## config.mk

```make
export PLATFORM = sky130hd
export DESIGN_NAME = crv_rail_regs
export DESIGN_NICKNAME = d
export VERILOG_FILES = /design/src/core/crv_step_tick.v /design/src/core/crv_rail_regs.v
export VERILOG_INCLUDE_DIRS = /design/src /design/src/core
export SDC_FILE = /design/constraint.sdc
export NUM_CORES = 1
export LEC_CHECK = 0
export ABC_AREA = 1
export BUFFER_PORTS_ARGS = -buffer_cell sky130_fd_sc_hd__buf_2
export CAP_MARGIN = 20
export CORE_ASPECT_RATIO = 1.5
export CORE_UTILIZATION = 35
export DETAILED_ROUTE_END_ITERATION = 12
export SKIP_LAST_GASP = 1
export SLEW_MARGIN = 20
export SYNTH_ARGS = -nofsm -noshare
export SYNTH_HDL_FRONTEND = slang
export SYNTH_SLANG_ARGS = --single-unit
```

## constraint.sdc

```tcl
create_clock -name clk_i -period 14.1 [get_ports clk_i]
set_input_delay 0.705 -clock clk_i [delete_from_list [all_inputs] [get_ports clk_i]]
set_output_delay 0.705 -clock clk_i [all_outputs]
set_load 0.05 [all_outputs]
```

## src/core/crv_defines.vh

```
// Constants for the core rail voltage register bank
`ifndef CRV_DEFINES_VH
`define CRV_DEFINES_VH

// ==========================================================================
// Register offsets
`define CRV_OFS_CTL        8'h24
`define CRV_OFS_OP         8'h25
`define CRV_OFS_SR         8'h26
`define CRV_OFS_XCTL       8'h27
`define CRV_OFS_XOP        8'h28
`define CRV_OFS_XSR        8'h29

// ==========================================================================
// Field positions
`define CRV_GAIN_HI        7
`define CRV_GAIN_LO        6
`define CRV_CEIL_BIT       5
`define CRV_RAMP_HI        4
`define CRV_RAMP_LO        2
`define CRV_STATE_HI       1
`define CRV_STATE_LO       0
`define CRV_STATE_ON_BIT   0
`define CRV_STATE_LP_BIT   1
`define CRV_SRC_BIT        7
`define CRV_CODE_HI        6
`define CRV_CODE_LO        0

// ==========================================================================
// Writable masks and reset values
`define CRV_CTL_WMASK      8'hff
`define CRV_OP_WMASK       8'hff
`define CRV_SR_WMASK       8'h7f
`define CRV_XCTL_WMASK     8'h03
`define CRV_XOP_WMASK      8'hff
`define CRV_XSR_WMASK      8'h7f
`define CRV_CTL_RST        8'h0c
`define CRV_OP_RST         8'h00
`define CRV_SR_RST         8'h00
`define CRV_XCTL_RST       8'h00
`define CRV_XOP_RST        8'h00
`define CRV_XSR_RST        8'h03
`define CRV_ZERO8          8'h00

// ==========================================================================
// Level and ratio code limits
`define CRV_LVL_OFF        7'h00
`define CRV_LVL_MIN        7'h03
`define CRV_LVL_MAX        7'h4b
`define CRV_LVL_ONE        7'h01
`define CRV_RATIO_MIN      7'h03
`define CRV_RATIO_MAX      7'h43
`define CRV_RATIO_OFS      7'h2d
`define CRV_TGT_OFS        10'h05a
`define CRV_TGT_ZERO       10'h000

// ==========================================================================
// Gain and ramp codes
`define CRV_GAIN_X1        2'b00
`define CRV_GAIN_TBD       2'b01
`define CRV_GAIN_X2        2'b10
`define CRV_GAIN_X3        2'b11
`define CRV_MUL_1          2'h1
`define CRV_MUL_2          2'h2
`define CRV_MUL_3          2'h3
`define CRV_RAMP_BYPASS    3'h0

// ==========================================================================
// Step sampling timing
`define CRV_CLK_HZ         250000000
`define CRV_SAMPLE_HZ      3000000
`define CRV_ACC_W          24

`endif

```

## src/core/crv_step_tick.v

```verilog
// Ramp step tick generator, 3 MHz base scaled by the ramp rate code
`timescale 1ns/1ps
`default_nettype none
`include "crv_defines.vh"

module crv_step_tick (
  input  wire       clk_i,
  input  wire       reset_i,
  input  wire [2:0] rate_code_i,
  output reg        tick_o
);

  // ========================================================================
  // Phase increments
  // Fractional accumulator keeps the mean rate exact at the cost of a
  // one-cycle jitter on each tick.
  localparam [63:0] BASE = ((64'h1 << `CRV_ACC_W) * `CRV_SAMPLE_HZ)
                           / `CRV_CLK_HZ;
  localparam [63:0] INC1 = BASE;
  localparam [63:0] INC2 = (BASE * 64'h3) / 64'h4;
  localparam [63:0] INC3 = (BASE * 64'h3) / 64'h5;
  localparam [63:0] INC4 = BASE / 64'h2;
  localparam [63:0] INC5 = BASE / 64'h3;
  localparam [63:0] INC6 = BASE / 64'h4;
  localparam [63:0] INC7 = BASE / 64'h5;

  reg  [`CRV_ACC_W-1:0] inc_d;
  reg  [`CRV_ACC_W-1:0] acc_q;
  wire [`CRV_ACC_W:0]   sum;

  always @* begin
    case (rate_code_i)
      3'h1: inc_d = INC1[`CRV_ACC_W-1:0];
      3'h2: inc_d = INC2[`CRV_ACC_W-1:0];
      3'h3: inc_d = INC3[`CRV_ACC_W-1:0];
      3'h4: inc_d = INC4[`CRV_ACC_W-1:0];
      3'h5: inc_d = INC5[`CRV_ACC_W-1:0];
      3'h6: inc_d = INC6[`CRV_ACC_W-1:0];
      3'h7: inc_d = INC7[`CRV_ACC_W-1:0];
      default: inc_d = {`CRV_ACC_W{1'b0}};
    endcase
  end

  assign sum = {1'b0, acc_q} + {1'b0, inc_d};

  // ========================================================================
  // Accumulator
  always @(posedge clk_i or posedge reset_i) begin
    if (reset_i) begin
      acc_q  <= {`CRV_ACC_W{1'b0}};
      tick_o <= 1'b0;
    end else begin
      acc_q  <= sum[`CRV_ACC_W-1:0];
      tick_o <= sum[`CRV_ACC_W];
    end
  end

endmodule
`default_nettype wire

```

## src/core/crv_rail_regs.v

```verilog
// Second core rail and outboard converter register bank with ramp control
//
// Summary of operation
// - Source bit of operating level picks operating code (0) or scaling code.
// - Source bit of operating ratio picks operating (0) or scaling ratio.
// - Codes 3..75 give target (code x 12.5 mV + 0.5625 V) times gain.
// - Codes 75..127 saturate at 1.5 V, 1..3 give 0.6 V, 0 turns off.
// - Gain field 00 gives x1, 10 gives x2, 11 gives x3.
// - Current ceiling bit 0 selects 1.2 A, 1 selects above 1.7 A.
// - Level changes between codes 3..75 walk in 12.5 mV steps; ramp code 000 jumps at once.
// - Ramp codes 001..111 step at 3 MHz x 1, 3/4, 3/5, 1/2, 1/3, 1/4, 1/5.
// - Ramp code resets to 011, the default slew rate.
// - Rail state 00 or 10 off, 01 on high power, 11 on low power.
// - Outboard state 00 or 10 keeps converter off, 01 or 11 turns on.
// - Paired registers answer only on the port chosen by the port choice.
// - Ratio codes 3..67 give divider ratio 48 over 45 plus code.
// - Ratio codes 67..127 hold 3/7, codes 1..3 give unity.
// - Ratio code zero drives the outboard enable low.
// - Turn-off reset returns every register to its reset value.
`timescale 1ns/1ps
`default_nettype none
`include "crv_defines.vh"

module crv_rail_regs (
  input  wire       clk_i,
  input  wire       reset_i,
  input  wire       scaling_port_choice_i,
  input  wire [7:0] ctl_addr_i,
  input  wire [7:0] ctl_wdata_i,
  input  wire       ctl_wr_i,
  input  wire       ctl_rd_i,
  output reg  [7:0] ctl_rdata_o,
  output reg        ctl_rvalid_o,
  input  wire [7:0] scl_addr_i,
  input  wire [7:0] scl_wdata_i,
  input  wire       scl_wr_i,
  input  wire       scl_rd_i,
  output reg  [7:0] scl_rdata_o,
  output reg        scl_rvalid_o,
  output reg        rail_on_o,
  output reg        rail_low_power_o,
  output reg  [6:0] rail_level_o,
  output reg  [9:0] rail_target_o,
  output reg  [1:0] rail_gain_o,
  output reg        current_ceiling_o,
  output reg        ramp_busy_o,
  output reg        outboard_enable_o,
  output reg  [6:0] outboard_ratio_den_o
);

  // ========================================================================
  // Register storage
  reg  [7:0] ctl_q;
  reg  [7:0] op_q;
  reg  [7:0] sr_q;
  reg  [7:0] xctl_q;
  reg  [7:0] xop_q;
  reg  [7:0] xsr_q;

  // ========================================================================
  // Port ownership
  wire ctl_paired;
  wire scl_paired;
  wire ctl_owns_paired;
  wire scl_owns_paired;

  assign ctl_paired = (ctl_addr_i == `CRV_OFS_OP) ||
                      (ctl_addr_i == `CRV_OFS_SR) ||
                      (ctl_addr_i == `CRV_OFS_XOP) ||
                      (ctl_addr_i == `CRV_OFS_XSR);
  assign scl_paired = (scl_addr_i == `CRV_OFS_OP) ||
                      (scl_addr_i == `CRV_OFS_SR) ||
                      (scl_addr_i == `CRV_OFS_XOP) ||
                      (scl_addr_i == `CRV_OFS_XSR);
  // Only one port ever owns the paired set, so no write collision is possible
  assign ctl_owns_paired = ~scaling_port_choice_i;
  assign scl_owns_paired = scaling_port_choice_i;

  // ========================================================================
  // Write strobes
  wire       we_ctl;
  wire       we_xctl;
  wire       ctl_pw;
  wire       scl_pw;
  wire       we_op;
  wire       we_sr;
  wire       we_xop;
  wire       we_xsr;
  wire [7:0] pw_data;

  assign we_ctl  = ctl_wr_i && (ctl_addr_i == `CRV_OFS_CTL);
  assign we_xctl = ctl_wr_i && (ctl_addr_i == `CRV_OFS_XCTL);
  assign ctl_pw  = ctl_wr_i && ctl_paired && ctl_owns_paired;
  assign scl_pw  = scl_wr_i && scl_paired && scl_owns_paired;
  assign pw_data = scl_owns_paired ? scl_wdata_i : ctl_wdata_i;
  assign we_op   = (ctl_pw && (ctl_addr_i == `CRV_OFS_OP)) ||
                   (scl_pw && (scl_addr_i == `CRV_OFS_OP));
  assign we_sr   = (ctl_pw && (ctl_addr_i == `CRV_OFS_SR)) ||
                   (scl_pw && (scl_addr_i == `CRV_OFS_SR));
  assign we_xop  = (ctl_pw && (ctl_addr_i == `CRV_OFS_XOP)) ||
                   (scl_pw && (scl_addr_i == `CRV_OFS_XOP));
  assign we_xsr  = (ctl_pw && (ctl_addr_i == `CRV_OFS_XSR)) ||
                   (scl_pw && (scl_addr_i == `CRV_OFS_XSR));

  // ========================================================================
  // Register file
  always @(posedge clk_i or posedge reset_i) begin
    if (reset_i) begin
      ctl_q  <= `CRV_CTL_RST;
      op_q   <= `CRV_OP_RST;
      sr_q   <= `CRV_SR_RST;
      xctl_q <= `CRV_XCTL_RST;
      xop_q  <= `CRV_XOP_RST;
      xsr_q  <= `CRV_XSR_RST;
    end else begin
      if (we_ctl) begin
        ctl_q <= ctl_wdata_i & `CRV_CTL_WMASK;
      end
      if (we_op) begin
        op_q <= pw_data & `CRV_OP_WMASK;
      end
      if (we_sr) begin
        sr_q <= pw_data & `CRV_SR_WMASK;
      end
      if (we_xctl) begin
        xctl_q <= ctl_wdata_i & `CRV_XCTL_WMASK;
      end
      if (we_xop) begin
        xop_q <= pw_data & `CRV_XOP_WMASK;
      end
      if (we_xsr) begin
        xsr_q <= pw_data & `CRV_XSR_WMASK;
      end
    end
  end

  // ========================================================================
  // Read path
  // Unmapped offsets and paired registers on the idle port read zero
  function [7:0] read_reg;
    input [7:0] addr;
    begin
      case (addr)
        `CRV_OFS_CTL:  read_reg = ctl_q;
        `CRV_OFS_OP:   read_reg = op_q;
        `CRV_OFS_SR:   read_reg = sr_q;
        `CRV_OFS_XCTL: read_reg = xctl_q;
        `CRV_OFS_XOP:  read_reg = xop_q;
        `CRV_OFS_XSR:  read_reg = xsr_q;
        default:       read_reg = `CRV_ZERO8;
      endcase
    end
  endfunction

  wire [7:0] ctl_rd_d;
  wire [7:0] scl_rd_d;

  assign ctl_rd_d = (ctl_paired && !ctl_owns_paired) ? `CRV_ZERO8 :
                    read_reg(ctl_addr_i);
  assign scl_rd_d = (scl_paired && scl_owns_paired) ?
                    read_reg(scl_addr_i) : `CRV_ZERO8;

  always @(posedge clk_i or posedge reset_i) begin
    if (reset_i) begin
      ctl_rdata_o  <= `CRV_ZERO8;
      ctl_rvalid_o <= 1'b0;
      scl_rdata_o  <= `CRV_ZERO8;
      scl_rvalid_o <= 1'b0;
    end else begin
      ctl_rvalid_o <= ctl_rd_i;
      scl_rvalid_o <= scl_rd_i;
      if (ctl_rd_i) begin
        ctl_rdata_o <= ctl_rd_d;
      end
      if (scl_rd_i) begin
        scl_rdata_o <= scl_rd_d;
      end
    end
  end

  // ========================================================================
  // Field decode
  wire [1:0] gain_field;
  wire [2:0] ramp_code;
  wire [1:0] rail_state;
  wire [6:0] lvl_sel;
  wire [6:0] ratio_sel;

  assign gain_field = ctl_q[`CRV_GAIN_HI:`CRV_GAIN_LO];
  assign ramp_code  = ctl_q[`CRV_RAMP_HI:`CRV_RAMP_LO];
  assign rail_state = ctl_q[`CRV_STATE_HI:`CRV_STATE_LO];
  assign lvl_sel    = op_q[`CRV_SRC_BIT] ?
                      sr_q[`CRV_CODE_HI:`CRV_CODE_LO] :
                      op_q[`CRV_CODE_HI:`CRV_CODE_LO];
  assign ratio_sel  = xop_q[`CRV_SRC_BIT] ?
                      xsr_q[`CRV_CODE_HI:`CRV_CODE_LO] :
                      xop_q[`CRV_CODE_HI:`CRV_CODE_LO];

  // ========================================================================
  // Level clamp and gain
  reg [6:0] lvl_tgt;
  reg [1:0] mul_d;

  always @* begin
    if (lvl_sel == `CRV_LVL_OFF) begin
      lvl_tgt = `CRV_LVL_OFF;
    end else if (lvl_sel < `CRV_LVL_MIN) begin
      lvl_tgt = `CRV_LVL_MIN;
    end else if (lvl_sel > `CRV_LVL_MAX) begin
      lvl_tgt = `CRV_LVL_MAX;
    end else begin
      lvl_tgt = lvl_sel;
    end
  end

  always @* begin
    case (gain_field)
      `CRV_GAIN_X1:  mul_d = `CRV_MUL_1;
      `CRV_GAIN_TBD: mul_d = `CRV_MUL_1;
      `CRV_GAIN_X2:  mul_d = `CRV_MUL_2;
      `CRV_GAIN_X3:  mul_d = `CRV_MUL_3;
      default:       mul_d = `CRV_MUL_1;
    endcase
  end

  // ========================================================================
  // Ramp walker
  wire       step_tick;
  reg  [6:0] lvl_q;
  reg  [6:0] lvl_d;

  crv_step_tick u_tick (
    .clk_i       (clk_i),
    .reset_i     (reset_i),
    .rate_code_i (ramp_code),
    .tick_o      (step_tick)
  );

  // Codes below the floor carry no voltage, so they are skipped, not walked
  always @* begin
    lvl_d = lvl_q;
    if (ramp_code == `CRV_RAMP_BYPASS) begin
      lvl_d = lvl_tgt;
    end else if (lvl_tgt == `CRV_LVL_OFF) begin
      lvl_d = `CRV_LVL_OFF;
    end else if (lvl_q < `CRV_LVL_MIN) begin
      lvl_d = `CRV_LVL_MIN;
    end else if (step_tick && (lvl_q < lvl_tgt)) begin
      lvl_d = lvl_q + `CRV_LVL_ONE;
    end else if (step_tick && (lvl_q > lvl_tgt)) begin
      lvl_d = lvl_q - `CRV_LVL_ONE;
    end
  end

  always @(posedge clk_i or posedge reset_i) begin
    if (reset_i) begin
      lvl_q <= `CRV_LVL_OFF;
    end else begin
      lvl_q <= lvl_d;
    end
  end

  // ========================================================================
  // Rail target in 6.25 mV units: two per code plus 90 for 0.5625 V
  wire [9:0] base_units;
  wire [9:0] tgt_units;
  wire [9:0] tgt_d;

  assign base_units = {2'h0, lvl_d, 1'b0} + `CRV_TGT_OFS;
  assign tgt_units  = (mul_d == `CRV_MUL_3) ?
                      (base_units + {base_units[8:0], 1'b0}) :
                      (mul_d == `CRV_MUL_2) ?
                      {base_units[8:0], 1'b0} : base_units;
  assign tgt_d      = (lvl_d == `CRV_LVL_OFF) ? `CRV_TGT_ZERO : tgt_units;

  // ========================================================================
  // Outboard divider ratio, numerator fixed at 48
  reg  [6:0] ratio_clamp;
  wire [6:0] ratio_den_d;
  wire       xon_d;

  always @* begin
    if (ratio_sel < `CRV_RATIO_MIN) begin
      ratio_clamp = `CRV_RATIO_MIN;
    end else if (ratio_sel > `CRV_RATIO_MAX) begin
      ratio_clamp = `CRV_RATIO_MAX;
    end else begin
      ratio_clamp = ratio_sel;
    end
  end

  assign ratio_den_d = ratio_clamp + `CRV_RATIO_OFS;
  assign xon_d = xctl_q[`CRV_STATE_ON_BIT] &&
                 (ratio_sel != `CRV_LVL_OFF);

  // ========================================================================
  // Output registers
  wire rail_on_d;

  assign rail_on_d = rail_state[`CRV_STATE_ON_BIT] &&
                     (lvl_d != `CRV_LVL_OFF);

  always @(posedge clk_i or posedge reset_i) begin
    if (reset_i) begin
      rail_on_o            <= 1'b0;
      rail_low_power_o     <= 1'b0;
      rail_level_o         <= `CRV_LVL_OFF;
      rail_target_o        <= `CRV_TGT_ZERO;
      rail_gain_o          <= `CRV_MUL_1;
      current_ceiling_o    <= 1'b0;
      ramp_busy_o          <= 1'b0;
      outboard_enable_o    <= 1'b0;
      // Same as reset ratio code, so no illegal value before release
      outboard_ratio_den_o <= `CRV_RATIO_MIN + `CRV_RATIO_OFS;
    end else begin
      rail_on_o            <= rail_on_d;
      rail_low_power_o     <= rail_on_d &&
                              rail_state[`CRV_STATE_LP_BIT];
      rail_level_o         <= lvl_d;
      rail_target_o        <= tgt_d;
      rail_gain_o          <= mul_d;
      current_ceiling_o    <= ctl_q[`CRV_CEIL_BIT];
      ramp_busy_o          <= (lvl_d != lvl_tgt);
      outboard_enable_o    <= xon_d;
      outboard_ratio_den_o <= ratio_den_d;
    end
  end

endmodule
`default_nettype wire

```

Word level (Yosys, flattened, before mapping)
Index checks and enable logic that the tools add are counted.
W data, S select, Z words.
{"block": "word_totals", "regBits": 114, "wordCells": 121}
{"block": "classes", "add_sub_neg": 6, "order_cmp": 7, "eq_ne": 25, "muxes": 22, "n_bitwise": 1, "n_reduce_logical": 39}
{"op": "$pmux W18 S7", "n": 1}
{"op": "$eq A8 B6 Y1 const B", "n": 12}
{"op": "$pmux W8 S6", "n": 2}
{"op": "$mux W7", "n": 12}
{"op": "$mux W10", "n": 3}
{"op": "$add A24 B18 Y25", "n": 1}
{"op": "$mux W8", "n": 3}
{"op": "$logic_and A1 B1 Y1", "n": 21}
{"op": "$logic_not A7 Y1", "n": 3}
{"op": "$lt A7 B2 Y1 const B", "n": 3}
{"op": "$gt A7 B7 Y1 const B", "n": 2}
{"op": "$reduce_bool A7 Y1", "n": 2}
{"op": "$eq A3 B3 Y1 const B", "n": 4}
{"op": "$add A9 B10 Y10", "n": 1}
{"op": "$logic_or A1 B1 Y1", "n": 10}
{"op": "$add A8 B7 Y9 const B", "n": 1}
{"op": "$eq A2 B2 Y1 const B", "n": 4}
{"op": "$add A7 B1 Y7 const B", "n": 1}
{"op": "$add A7 B6 Y7 const B", "n": 1}
{"op": "$gt A7 B7 Y1", "n": 1}
{"op": "$lt A7 B7 Y1", "n": 1}
{"op": "$ne A7 B7 Y1", "n": 1}
{"op": "$sub A7 B1 Y7 const B", "n": 1}
{"op": "$eq A3 B2 Y1 const B", "n": 2}
{"op": "other kinds (7)", "n": 7}

Logic depth before layout (Yosys ltp)
{"block": "logic_depth", "depth_word": 16, "depth_mapped": 40}

Cells and area by module
A second synthesis with hierarchy kept.
{"block": "hier_totals", "hier_cells": 1087, "area_unflattened_um2": 7938.9}
{"mod": "crv_rail_regs", "instances": 1, "cells_per_inst": 745, "area_each_um2": 5632.9, "seq_area_each_um2": 2210.9}
{"mod": "crv_step_tick", "instances": 1, "cells_per_inst": 342, "area_each_um2": 2306.0, "seq_area_each_um2": 625.6}

Worst setup path before layout
No wires, ideal clock.
{"block": "synth_timing", "kind": "register to register", "from": "reg op_q[7]", "to": "reg rail_target_o[9]", "setup_ps": 86, "t_arrival_ps": 4400, "t_required_ps": 14014, "slack_ps": 9614, "path_stages_with_launch": 36, "n_path_buf": 1, "synth_period_minus_slack_ps": 4486, "path_cell_list": "dfrtp_1 buf_6 o21ai_0 nand3_1 nor2_2 inv_1 nand2_1 inv_1 ha_1 inv_1 nor2_1 nand2_1 nand2_1 inv_1 nand2_1 nand2_1 nand3_1 nand2_1 nand2_1 nand2_1 ha_1 inv_1 xor2_1 ha_1 a21oi_1 nand2_1 a21oi_1 nor2_1 nor2_1 nor2_1 nor2_1 inv_1 a21oi_1 nor2_1 a21boi_0 nor3_1"}
{"block": "synth_via", "elab_chain_cells": 16}
{"element": "start: declaration", "line_no": "crv_rail_regs.v:54", "text": "reg [7:0] op_q;"}
{"element": "start signal: assignment", "line_no": "crv_rail_regs.v:110", "text": "op_q <= `CRV_OP_RST;"}
{"element": "start signal: assignment", "line_no": "crv_rail_regs.v:120", "text": "op_q <= pw_data & `CRV_OP_WMASK;"}
{"element": "$mux W7 (*)", "line_no": "crv_rail_regs.v:192", "text": "assign lvl_sel = op_q[`CRV_SRC_BIT] ?"}
{"element": "$gt A7 B7 Y1 (no line)"}
{"element": "$mux W7", "line_no": "crv_rail_regs.v:209", "text": "end else if (lvl_sel > `CRV_LVL_MAX) begin"}
{"element": "$mux W7", "line_no": "crv_rail_regs.v:207", "text": "end else if (lvl_sel < `CRV_LVL_MIN) begin"}
{"element": "$mux W7 (*)", "line_no": "crv_rail_regs.v:205", "text": "if (lvl_sel == `CRV_LVL_OFF) begin"}
{"element": "$gt A7 B7 Y1", "line_no": "crv_rail_regs.v:250", "text": "end else if (step_tick && (lvl_q > lvl_tgt)) begin"}
{"element": "$logic_and A1 B1 Y1", "line_no": "crv_rail_regs.v:250"}
{"element": "$mux W7", "line_no": "crv_rail_regs.v:250"}
{"element": "[... 2 more ...]"}
{"element": "$mux W7", "line_no": "crv_rail_regs.v:244", "text": "end else if (lvl_tgt == `CRV_LVL_OFF) begin"}
{"element": "$mux W7 (*)", "line_no": "crv_rail_regs.v:242", "text": "if (ramp_code == `CRV_RAMP_BYPASS) begin"}
{"element": "named net lvl_d[1]", "line_no": "crv_rail_regs.v:230", "text": "reg [6:0] lvl_d;"}
{"element": "$add A8 B7 Y9 (no line)"}
{"element": "$add A9 B10 Y10 / $mux W10 (equally long branches)", "line_no": "crv_rail_regs.v:271, crv_rail_regs.v:272"}
{"element": "$mux W10", "line_no": "crv_rail_regs.v:270", "text": "assign tgt_units = (mul_d == `CRV_MUL_3) ?"}
{"element": "$mux W10 (*)", "line_no": "crv_rail_regs.v:274", "text": "assign tgt_d = (lvl_d == `CRV_LVL_OFF) ? `CRV_TGT_ZERO : tgt_units;"}
{"element": "named net tgt_d[9]", "line_no": "crv_rail_regs.v:267", "text": "wire [9:0] tgt_d;"}
{"element": "end signal: assignment", "line_no": "crv_rail_regs.v:308", "text": "rail_target_o <= `CRV_TGT_ZERO;"}
{"element": "end signal: assignment", "line_no": "crv_rail_regs.v:320", "text": "rail_target_o <= tgt_d;"}
{"element": "end: declaration", "line_no": "crv_rail_regs.v:43", "text": "output reg [9:0] rail_target_o,"}
The timed path passes the listed nets; every way through them passes the cells marked *.
A chain may end at the register's enable or synchronous reset.

Worst setup path in the final report
Same ends and word-level chain as after synthesis.

==> impl_metrics.tcl <==
set metrics [dict create \
    post-dp-hpwl_mm 16.4 \
    drv_cap 0 \
    synth_common_cells "nand2_1, inv_1, dfrtp_1" \
    netlist_area_sq_um 7310 \
    power.leakage_nw 4.23 \
    rrSetupSlack_ns 8.84 \
    timing.hold.ws_ns 0.317 \
    power_frac_seq_pct 33.9 \
    crit_top_cell "nand2_1" \
    p_comb_share_pct 29.7 \
    synthArstFlopShare_pct 100 \
    switching_power_mw 0.417 \
    r2r-start "op_q[7]$_DFFE_PP0P_" \
    layout.nets 1157 \
    grt_max_degree 79 \
    cp-endpoint "rail_target_o[9]$_DFF_PP0_" \
    ctsResizeCount 0 \
    fin_setup_tns_ns 0 \
    vdd_drop_max_v 0.0000731 \
    diodes 0 \
    p_clk_share_pct 36.4 \
    fp.dieW_um 120 \
    synth_edf_count 0 \
    drt_pass1_iterations 4 \
    wl_per_cell_um 15.3 \
    drtAntennaViolNets 0 \
    dp_slack_ns 8.92 \
    drt_iter0_drc 386 \
    synth_cells 993 \
    synth_flop_cell "dfrtp_1" \
    dr_wl_met2_mm 10.3 \
    synth_fp_nets 1070 \
    final_hold_viol_count 0 \
    cp_slowest_cell "dfrtp_1" \
    grtUsageTotal_pct 20.5 \
    cts_buffer_depth 2 \
    place_area_sq_um 8000 \
    ys_top_cells_by_area "dfrtp_1, nand2_1, inv_1" \
    die_area_sq_um 21500 \
    status "finished clean" \
    h-tree-depth 4 \
    r2r_cells 33 \
    syn_to_final_growth_pct 17.4 \
    seq_area_frac_synth_pct 38.8 \
    swShare_pct 35.9 \
    synth_cell_type_count 54 \
    std_cell_rows 64 \
    power_density_nw_per_um2 136 \
    io_pins 88 \
    setup_ws_ns 8.84 \
    cts_tree "built" \
    yosysTopAreaCellShare_pct 36.3 \
    drc_errors 0 \
    setup_viol 0 \
    relSlewSlack_pct 49.3 \
    max_stage_delay_ns 0.54 \
    holdCritPathClass "in -> async" \
    tightestPinTransition_ns 0.750 \
    wl_met3_um 789 \
    period_needed_ns 5.26 \
    synth-seq-cells 113 \
    utilization_pct 42.0 \
    period_share_pct 37.3 \
    clk_pin_slew_ns 0.06 \
    cp-start-kind "flip-flop" \
    syn_area_per_cell_sq_um 7.36 \
    wl_mm 20.7 \
    critPathKind "reg -> reg" \
    start_util_pct 35.8 \
    synth-warning-count 0 \
    drv_slew 0 \
    vias 6843 \
    fin_cells 1357 \
    synth_top_cell_by_area "dfrtp_1" \
    p_int_mw 0.746 \
    cts_buffers 17 \
    critPathArrivalTime_ns 5.59 \
    core-area_sq_um 20400 \
    end_kind "flip-flop" \
    final_area_sq_um 8580 \
    port_buffers 86 \
    post_cts_buffers 0 \
    dp.cells 1325 \
    drive_gt1_share_pct 14.4 \
    highest_layer "met4" \
    grt_pass1_vias 6745 \
    fmax_ghz 0.190 \
    worstPathMaxFanout 16 \
    cts_sinks 113 \
    startpoint "op_q[7]$_DFFE_PP0P_" \
    fin_skew_ns 0.00957 \
    cts_root_buffer "clkbuf_16" \
    gp_congestion 0.948 \
    antenna_found_initial 0 \
    power_mw 1.16 \
    reg2reg_to "rail_target_o[9]$_DFF_PP0_" \
    floorplan.die.height_um 179 \
    grt_pass1_wl_mm 33.8 \
    rsz0062_at_grt "no" \
    viasPerCell 5.04 \
    clock_latency_ns 0.42 \
    grt_overflow_total 0 \
    worstPathRequired_ns 14.43 \
    ctsHoldBuffers 0 \
    synth.most_common_cell "nand2_1" \
    drt-met1-wl_mm 8.85 \
]
flip-flops by register name, summed over array words and instances, names as in the netlist, 7 cells and up:
name and count:
u_tick.acc_q 24, rail_target_o 9, ctl_q 8, ctl_rdata_o 8
op_q 8, scl_rdata_o 8, xop_q 8, outboard_ratio_den_o 7
rail_level_o 7, sr_q 7, xsr_q 7
power groups by stage:
stage	Clock [mW]	Combinational [mW]	Sequential (mW)
floorplan	0	0.226	0.437
global placement	0	0.341	0.399
detailed placement	0	0.345	0.400
CTS	0.432	0.347	0.395
global route	0.445	0.392	0.400
finish	0.423	0.346	0.394
how the worst min path moves through the flow:
stage / cells past startpoint / end / start
2_1_floorplan: 0 / current_ceiling_o$_DFF_PP0_ / ctl_q[5]$_DFFE_PP0P_
3_3_place_gp: 1 / u_tick.acc_q[23]$_DFF_PP0_ / u_tick.acc_q[23]$_DFF_PP0_
3_5_place_dp: 1 / u_tick.acc_q[23]$_DFF_PP0_ / u_tick.acc_q[23]$_DFF_PP0_
4_1_cts: 2 / outboard_ratio_den_o[6]$_DFF_PP0_ / reset_i
6_report: 2 / outboard_ratio_den_o[1]$_DFF_PP0_ / reset_i
5_1_grt: 2 / outboard_ratio_den_o[6]$_DFF_PP0_ / reset_i
layer usage:
metal	GRT usage, %	vias up
li1	-	3426
met1	24.5	3191
met2	35.6	176
met3	3.15	50
met4	10.4	0
met5	0	-
final cells by class:
type                    instances  area [sq um]
flip-flops and latches        113          2840
clock buffers                  19           443
clock inverters                13           138
multi-input cells             697          3770
inverters                     164           618
fillers                      2129         11800
well taps                     264           330
repair buffers                 87           442
cells by family (layout without fill, tap and decap cells):
family | Yosys count | in the layout | share of synthesized area, %
AO/OA/AOI/OAI | 205 | 205 | 16.0
XOR/XNOR | 33 | 33 | 3.95
adder cells (fa/ha/maj) | 38 | 38 | 6.71
buffers and inverters | 183 | 283 | 9.58
flip-flops | 113 | 113 | 38.8
other | 1 | 1 | 0.0513
AND/OR/NAND/NOR | 420 | 420 | 24.9
worst max-delay path, delay by kind of cell (launching register included):
family	cells	cell delay [ns]
buffers and inverters	3	0.25
adders and majority gates	3	0.87
and+or+nand+nor	20	1.94
AOI/OAI and AO/OA	6	1.19
xor gates and xnor gates	1	0.39
DFF	1	0.54
cell usage in the layout (no fill, tap or decap), types with 17 or more instances in the layout:
cell       instances
a21oi_1           33
nand2_1          233
dfrtp_1          106
nand3_1           49
inv_1            159
xor2_1            17
o22ai_1           33
ha_1              36
o21ai_0           99
buf_2             86
clkbuf_16         17
nor2_1            81
nand4_1           17
(Power assumes the default switching activity.)
